<file path="src/rtl/xmb_pkg.sv">
// package: constants and carrier types for the external memory bus interface
package xmb_pkg;

   // ****************************************
   // register fields
   // ****************************************
   localparam int SYS_EN_BIT      = 7;
   localparam int SYS_UWAIT_LO    = 6;
   localparam int EXT_LIMIT_HI    = 6;
   localparam int EXT_LIMIT_LO    = 4;
   localparam int EXT_LWAIT_HI    = 3;
   localparam int EXT_LWAIT_LO    = 2;
   localparam int EXT_UWAIT_HI    = 1;
   localparam logic [7:0] SYS_CTRL_RST = 8'h00;
   localparam logic [7:0] EXT_CTRL_RST = 8'h00;

   // ****************************************
   // memory map and timing
   // ****************************************
   localparam logic [15:0] INT_TOP      = 16'h0260;
   localparam int          SECTOR_SHIFT = 13;
   localparam logic [1:0]  STRB_BASE    = 2'h2;
   localparam logic [1:0]  WAIT_NONE    = 2'h0;
   localparam logic [1:0]  WAIT_ONE     = 2'h1;
   localparam logic [1:0]  WAIT_TWO     = 2'h2;
   localparam logic [1:0]  WAIT_TWO_REC = 2'h3;

   // ****************************************
   // carriers
   // ****************************************
   typedef struct packed {
      logic        we;
      logic [15:0] addr;
      logic [7:0]  wdata;
      logic        next_ram;
   } xmb_req_t;

   typedef struct packed {
      logic [7:0] low_out;
      logic [7:0] low_dir;
      logic [7:0] high_out;
      logic [7:0] high_dir;
      logic [3:0] ctl_out;
      logic [3:0] ctl_dir;
   } xmb_port_t;

endpackage

</file>
<file path="src/rtl/xmb_sync2.sv">
// two flip-flop synchroniser for pin inputs
`timescale 1ns/1ps
module xmb_sync2 import xmb_pkg::*; #(
   parameter int W = 8
) (
   input  wire logic         core_clk,
   input  wire logic         rst,
   input  wire logic [W-1:0] din,
   output logic      [W-1:0] dout
);
   logic [W-1:0] meta;

   always_ff @(posedge core_clk) begin
      if (rst) begin
         meta <= '0;
         dout <= '0;
      end else begin
         meta <= din;
         dout <= meta;
      end
   end
endmodule // xmb_sync2

</file>
<file path="src/rtl/xmb_wait_dec.sv">
// sector select and wait-state decode for one external access
`timescale 1ns/1ps
module xmb_wait_dec import xmb_pkg::*; (
   input  wire logic [15:0] addr,
   input  wire logic [7:0]  sys_ctrl,
   input  wire logic [7:0]  ext_ctrl,
   output logic      [1:0]  wait_cnt,
   output logic             recover,
   output logic             lower_hit
);
   wire [2:0]  limit;
   wire [15:0] bound;
   wire [1:0]  upper_sel;
   wire [1:0]  lower_sel;
   wire [1:0]  sel;

   assign limit     = ext_ctrl[EXT_LIMIT_HI:EXT_LIMIT_LO];
   assign bound     = {limit, 13'h0000};
   // zero limit: whole space is the upper sector
   assign lower_hit = (limit != 3'h0) && (addr < bound);
   assign upper_sel = {ext_ctrl[EXT_UWAIT_HI], sys_ctrl[SYS_UWAIT_LO]};
   assign lower_sel = {ext_ctrl[EXT_LWAIT_HI], ext_ctrl[EXT_LWAIT_LO]};
   assign sel       = lower_hit ? lower_sel : upper_sel;
   assign wait_cnt  = (sel == WAIT_TWO_REC) ? WAIT_TWO : sel;
   assign recover   = (sel == WAIT_TWO_REC);
endmodule // xmb_wait_dec

</file>
<file path="src/rtl/xmb_ctrl.sv">
// external memory bus interface: control registers, cycle sequencer, pins
//
// Notes on behaviour
// - low address/data bus, high address, strobes
// - only external accesses run full bus cycles
// - address valid on low bus when external address-phase latch falls
// - latch strobe low during data transfer
// - internal access never moves read/write strobes
// - disabled: no aliasing, pins back to port
// - pull-ups follow port output register bits
// - keeper holds last driven low bus value
// - four software wait-state settings
// - two sectors, each own wait setting
// - final-period latch pulse only if next RAM
// - enable bit 7 takes over pins
// - upper wait bits at sys 6, ext 1
// - limit in ext 6..4, lower wait 3..2
// - zero limit: single upper sector
// - lower sector below k times 0x2000
// - wait encoding including recovery cycle
// - lower pair times lower sector accesses
`timescale 1ns/1ps
module xmb_ctrl import xmb_pkg::*; #(
   parameter int HI_BITS = 8
) (
   input  wire logic       core_clk,
   input  wire logic       rst,
   input  wire logic       sys_wr,
   input  wire logic       ext_wr,
   input  wire logic [7:0] reg_wdata,
   output logic      [7:0] sys_ctrl,
   output logic      [7:0] ext_ctrl,
   input  wire logic       keeper_en,
   input  xmb_port_t       port_cfg,
   input  wire logic       core_req,
   input  xmb_req_t        core_cmd,
   output logic            core_ready,
   output logic            core_done,
   output logic            core_ext,
   output logic      [7:0] core_rdata,
   input  wire logic [7:0] ad_i,
   output logic      [7:0] ad_o,
   output logic      [7:0] ad_oe,
   output logic      [7:0] ad_pullup,
   output logic            ad_keep,
   output logic      [7:0] ad_keep_val,
   output logic      [7:0] addr_high_o,
   output logic      [7:0] addr_high_oe,
   output logic            ale_o,
   output logic            ale_oe,
   output logic            rd_n_o,
   output logic            rd_n_oe,
   output logic            wr_n_o,
   output logic            wr_n_oe
);

   // ****************************************
   // types and state
   // ****************************************
   typedef enum logic [2:0] {
      ST_IDLE, ST_INT, ST_ADDR, ST_LATCH,
      ST_STRB, ST_FINAL, ST_RECOV
   } xmb_state_t;

   xmb_state_t state;
   xmb_state_t next_state;
   xmb_req_t   cmd;
   logic [2:0] cnt;
   logic [2:0] next_cnt;
   logic       rec;
   logic [7:0] ad_sync;
   logic [1:0] wait_cnt;
   logic       recover;

   // ****************************************
   // control registers
   // ****************************************
   always_ff @(posedge core_clk) begin
      if (rst) begin
         sys_ctrl <= SYS_CTRL_RST;
         ext_ctrl <= EXT_CTRL_RST;
      end else begin
         if (sys_wr) begin
            sys_ctrl <= reg_wdata;
         end
         if (ext_wr) begin
            ext_ctrl <= reg_wdata;
         end
      end
   end

   wire en = sys_ctrl[SYS_EN_BIT];

   // ****************************************
   // access decode
   // ****************************************
   wire take     = core_req && (state == ST_IDLE);
   wire above    = core_cmd.addr >= INT_TOP;
   wire go_ext   = take && en && above;
   wire go_int   = take && en && !above;
   // disabled: nothing is mapped, at any address
   wire go_none  = take && !en;

   assign core_ready = (state == ST_IDLE);

   xmb_wait_dec u_dec (
      .addr      (cmd.addr),
      .sys_ctrl  (sys_ctrl),
      .ext_ctrl  (ext_ctrl),
      .wait_cnt  (wait_cnt),
      .recover   (recover),
      .lower_hit ()
   );

   xmb_sync2 #(.W(8)) u_sync (
      .core_clk (core_clk),
      .rst      (rst),
      .din      (ad_i),
      .dout     (ad_sync)
   );

   // ****************************************
   // sequencer
   // ****************************************
   always_comb begin
      next_state = state;
      next_cnt   = cnt;
      case (state)
         ST_IDLE: begin
            if (go_ext) begin
               next_state = ST_ADDR;
            end else if (go_int) begin
               next_state = ST_INT;
            end
         end
         ST_INT: begin
            next_state = ST_IDLE;
         end
         ST_ADDR: begin
            next_state = ST_LATCH;
         end
         ST_LATCH: begin
            next_state = ST_STRB;
            // three bits: base plus two waits does not fit in two
            next_cnt   = 3'(STRB_BASE) + 3'(wait_cnt);
         end
         ST_STRB: begin
            if (cnt == 3'h0) begin
               next_state = ST_FINAL;
            end else begin
               next_cnt = cnt - 3'h1;
            end
         end
         ST_FINAL: begin
            next_state = rec ? ST_RECOV : ST_IDLE;
         end
         ST_RECOV: begin
            next_state = ST_IDLE;
         end
         default: begin
            next_state = ST_IDLE;
         end
      endcase
   end

   always_ff @(posedge core_clk) begin
      if (rst) begin
         state <= ST_IDLE;
         cnt   <= 3'h0;
      end else begin
         state <= next_state;
         cnt   <= next_cnt;
      end
   end

   // ****************************************
   // request capture and answer
   // ****************************************
   wire strb_end = (state == ST_STRB) && (cnt == 3'h0);

   always_ff @(posedge core_clk) begin
      if (rst) begin
         cmd        <= '0;
         rec        <= 1'b0;
         core_done  <= 1'b0;
         core_ext   <= 1'b0;
         core_rdata <= 8'h00;
      end else begin
         if (take) begin
            cmd      <= core_cmd;
            core_ext <= go_ext;
         end
         if (state == ST_LATCH) begin
            rec <= recover;
         end
         if (strb_end && !cmd.we) begin
            core_rdata <= ad_sync;
         end else if (go_none) begin
            core_rdata <= 8'h00;
         end
         core_done <= strb_end || go_none || (state == ST_INT);
      end
   end

   // ****************************************
   // pin drive
   // ****************************************
   wire in_strb  = (state == ST_STRB);
   wire fin      = (state == ST_FINAL);
   wire addr_ph  = (state == ST_ADDR) || (state == ST_LATCH)
                || (state == ST_INT);
   wire wr_data  = cmd.we && (in_strb || fin);
   wire bus_ad   = addr_ph || wr_data;

   // latch strobe: address phase or the optional final pulse
   wire ale_x    = (state == ST_ADDR) || (state == ST_INT)
                || (fin && cmd.next_ram);
   wire rd_x_n   = !(in_strb && !cmd.we);
   wire wr_x_n   = !(in_strb && cmd.we);

   wire [7:0] ad_x = addr_ph ? cmd.addr[7:0] : cmd.wdata;

   // high bits above HI_BITS stay with the port
   wire [7:0] hi_own = 8'(((16'h0001 << HI_BITS) - 16'h0001));

   assign ad_o = en ? ad_x : port_cfg.low_out;
   assign ad_oe = en ? {8{bus_ad}} : port_cfg.low_dir;
   assign addr_high_o  = en ? ((cmd.addr[15:8] & hi_own)
                             | (port_cfg.high_out & ~hi_own))
                            : port_cfg.high_out;
   assign addr_high_oe = en ? (hi_own | port_cfg.high_dir)
                            : port_cfg.high_dir;
   assign ale_o   = en ? ale_x  : port_cfg.ctl_out[2];
   assign ale_oe  = en ? 1'b1   : port_cfg.ctl_dir[2];
   assign rd_n_o  = en ? rd_x_n : port_cfg.ctl_out[1];
   assign rd_n_oe = en ? 1'b1   : port_cfg.ctl_dir[1];
   assign wr_n_o  = en ? wr_x_n : port_cfg.ctl_out[0];
   assign wr_n_oe = en ? 1'b1   : port_cfg.ctl_dir[0];

   // ****************************************
   // pull-ups and bus keeper
   // ****************************************
   assign ad_pullup = port_cfg.low_out & ~ad_oe;
   assign ad_keep   = keeper_en;

   always_ff @(posedge core_clk) begin
      if (rst) begin
         ad_keep_val <= 8'h00;
      end else begin
         ad_keep_val <= (ad_o & ad_oe) | (ad_keep_val & ~ad_oe);
      end
   end
endmodule // xmb_ctrl

</file>
<file path="config.mk">
export PLATFORM = sky130hd
export DESIGN_NAME = xmb_ctrl
export DESIGN_NICKNAME = d
export VERILOG_FILES = /design/src/rtl/xmb_pkg.sv /design/src/rtl/xmb_sync2.sv /design/src/rtl/xmb_wait_dec.sv /design/src/rtl/xmb_ctrl.sv
export SDC_FILE = /design/constraint.sdc
export NUM_CORES = 1
export LEC_CHECK = 0
export ABC_AREA = 1
export BUFFER_PORTS_ARGS = -buffer_cell sky130_fd_sc_hd__buf_2
export CAP_MARGIN = 20
export CORE_ASPECT_RATIO = 2
export CORE_MARGIN = 10
export CORE_UTILIZATION = 42
export DETAILED_ROUTE_END_ITERATION = 7
export PLACE_DENSITY = 0.76
export REMOVE_ABC_BUFFERS = 1
export SLEW_MARGIN = 30
export SYNTH_ARGS = -nofsm -noshare
export SYNTH_HDL_FRONTEND = slang
export SYNTH_SLANG_ARGS = --single-unit
</file>
<file path="constraint.sdc">
create_clock -name core_clk -period 1.3 [get_ports core_clk]
set_input_delay 0.195 -clock core_clk [delete_from_list [all_inputs] [get_ports core_clk]]
set_output_delay 0.195 -clock core_clk [all_outputs]
set_load 0.02 [all_outputs]
</file>
==> flow_summary.json <==
{
  "ys_seq_area_share_pct": 45.1,
  "slew_headroom_pct": 75.7,
  "synth_flop_cell": "dfxtp_1",
  "antenna_found_initial": 2,
  "powerDensity_nw_per_um2": 1250,
  "cp.required_ns": 1.11,
  "grt_pass1_wl_mm": 22.4,
  "netlist_area_um2": 3690,
  "worst_slack_ns": -0.671,
  "ant_nets": 0,
  "clk_pin_slew_ns": 0.07,
  "clock_path_buffers": 2,
  "cts-root-buf": "clkbuf_16",
  "fin_area_um2": 6680,
  "combinationalPowerShare_pct": 32.4,
  "wire_per_inst_um": 20.7,
  "grt_pass1_vias": 4613,
  "p_clk_share_pct": 33.2,
  "critPathArrivalTime_ns": 1.78,
  "yosysTopAreaCellShare_pct": 45.1,
  "slowest_delay_ns": 0.35,
  "cts_buffers": 9,
  "drt-initial-drc-count": 314,
  "p_leak_nw": 3.17,
  "maxCapViolations": 0,
  "top_level_ports": 170,
  "nNetsFinal": 840,
  "dieWidth_um": 86.3,
  "clkLatencyLatePin_ns": 0.35,
  "fin_cells": 852,
  "die_y_um": 153,
  "drc": 0,
  "yosysTopAreaCell": "dfxtp_1",
  "hpwl_mm": 9.43,
  "synth.cells.most_frequent": "nor2_1 (119), dfxtp_1 (83), inv_1 (67)",
  "vias": 4710,
  "start_util_pct": 42.9,
  "critPathMaxFanout": 8,
  "htreeDepth": 3,
  "total_power_mw": 8.34,
  "path_class": "reg2out",
  "worst_pin_slew_ns": 0.365,
  "hold_path_class": "in2reg",
  "setup_viol": 99,
  "switching_share_pct": 32.3,
  "core_um2": 8590,
  "portBuffers": 165,
  "hold_viol": 0,
  "post-route-min-period_ns": 1.97,
  "syn_avg_cell_area_um2": 7.08,
  "yosys_warnings": 0,
  "place_ws_ns": -0.292,
  "p_sw_mw": 2.69,
  "place_inst": 806,
  "postLayoutCoreUtil_pct": 77.8,
  "n_fill_cell": 487,
  "path_cells": "inv_2, ha_4, inv_2, nand2_4, inv_6, nand2_4, nand2_8, o21ai_4, nor2_1, buf_4",
  "timing.final.crit_share_pct": 152,
  "syn_inst": 521,
  "synth_edf_count": 0,
  "yosysMostFrequentCell": "nor2_1",
  "failed_checks": "negative setup slack",
  "synthArstFlopShare_pct": 0,
  "grt_setup_unrepaired": "true",
  "grt_overflow": 0,
  "slowest_stage": "dfxtp_2",
  "cts_sinks": 83,
  "drt-pass1-iter-count": 6,
  "grtUsageTotal_pct": 21.1,
  "synth_top_cells_by_area": "dfxtp_1 (45%), nor2_1 (12%), o21ai_0 (8.1%)",
  "max_freq_mhz": 507,
  "row_count": 48,
  "status": "complete, but fails checks",
  "placed_area_um2": 4900,
  "cts_tree": "built",
  "p_int_mw": 5.65,
  "grt_start_max_net_pins": 44,
  "gp_congestion": 0.873,
  "p_seq_share_pct": 34.4,
  "cp-start-kind": "register",
  "area_growth_pct": 81.2,
  "post_drt_via_cell_ratio": 5.53,
  "drt_wl_total_mm": 17.7,
  "ys_ff_latch": 83,
  "fin_worst_skew_ns": 0.0155,
  "cp-end-kind": "primary output",
  "vdd_drop_max_v": 0.00105,
  "drive_above_1_share_pct": 54.9,
  "synth_cell_type_count": 31,
  "die_area_um2": 13200,
  "drv_slew": 0
}
## final timing paths
check	start	end	slack, ns	cells past startpoint
worst max-delay path	state[2]	ad_pullup[7]	-0.67	10
worst min-delay path	ad_i[5]	u_sync.meta[5]	0.05	3
worst max register to register	state[1]	state[0]	-0.38	10
worst min register to register	u_sync.meta[3]	u_sync.dout[3]	0.40	2
## layout make-up
cell class              instances  area [um2]  share of cell area, %
well taps                     100         125                   1.87
repair buffers                235        1880                   28.1
inverters                      77         338                   5.06
clock inverters                 5        77.6                   1.16
clock buffers                  10         239                   3.58
multi-input cells             340        2340                   35.0
flip-flops and latches         83        1680                   25.1
diodes                          2        5.00                 0.0749
## layout by cell type (no fill, tap or decap), types with 20 or more instances in the layout
cell type  netlist  routed
a21oi_1         44      20
a21oi_2          1      23
buf_2            5     117
buf_4            2      50
buf_6            2      52
dfxtp_1         83      75
inv_1           67      58
nand2_1         59      35
nor2_1         119      97
o21ai_0         60      29
## layer usage
layer	GRT usage, %	wire length [um]
met2	40.6	9430
met1	17.5	5390
met3	5.30	1350
met4	14.0	1490
met5	0	0
## kinds of logic (layout without fill, tap and decap cells)
family / count (synthesis) / in the layout / share of synthesized area, %
simple gates: 212 / 212 / 24.2
fa+ha+maj: 6 / 6 / 2.04
xor+xnor: 1 / 1 / 0.238
flops: 83 / 83 / 45.1
buf+inv: 98 / 327 / 10.8
other cells: 0 / 2 / 0
compound gates: 121 / 121 / 17.6
## timing repair
action / in CTS / in global routing
hold buffers: 0 / 0
setup endpoints to repair: 99 / 99
pin swaps: 35 / 27
resized for setup: 210 / 157
setup buffers: 12 / 16
gates cloned: 8 / 0
## power by group through the flow
| stage | Combinational (mW) | Clock, mW | Sequential (mW) |
|---|---|---|---|
| after floorplan | 0.779 | 0 | 2.96 |
| after global placement | 1.56 | 0 | 2.88 |
| after detailed placement | 1.60 | 0 | 2.88 |
| after CTS | 2.16 | 2.75 | 2.85 |
| after global routing | 2.84 | 2.86 | 2.88 |
| final | 2.70 | 2.77 | 2.87 |
## critical path: cells and delay by family, from the launching register on
family	cells	cell delay (ns)
adders and majority gates	1	0.15
buffers and inverters	4	0.37
DFF	1	0.35
AOI/OAI and AO/OA	1	0.10
and+or+nand+nor	4	0.43
## state kept, by name (all words and copies together) (netlist names), named ones only
register,count
cmd,26
core_rdata,8
ext_ctrl,8
sys_ctrl,8
u_sync.dout,8
u_sync.meta,8
cnt,3
state,3
core_done,1
core_ext,1
rec,1
## per-stage QoR
stage                     hold WS (ns)  TNS [ns]
after floorplan                  0.264    -62.85
after global placement           0.389     -8.72
after detailed placement         0.390    -11.81
after CTS                       0.0540    -26.03
after global routing            0.0666    -36.42
final                           0.0528    -33.35
(Power assumes the default switching activity.)
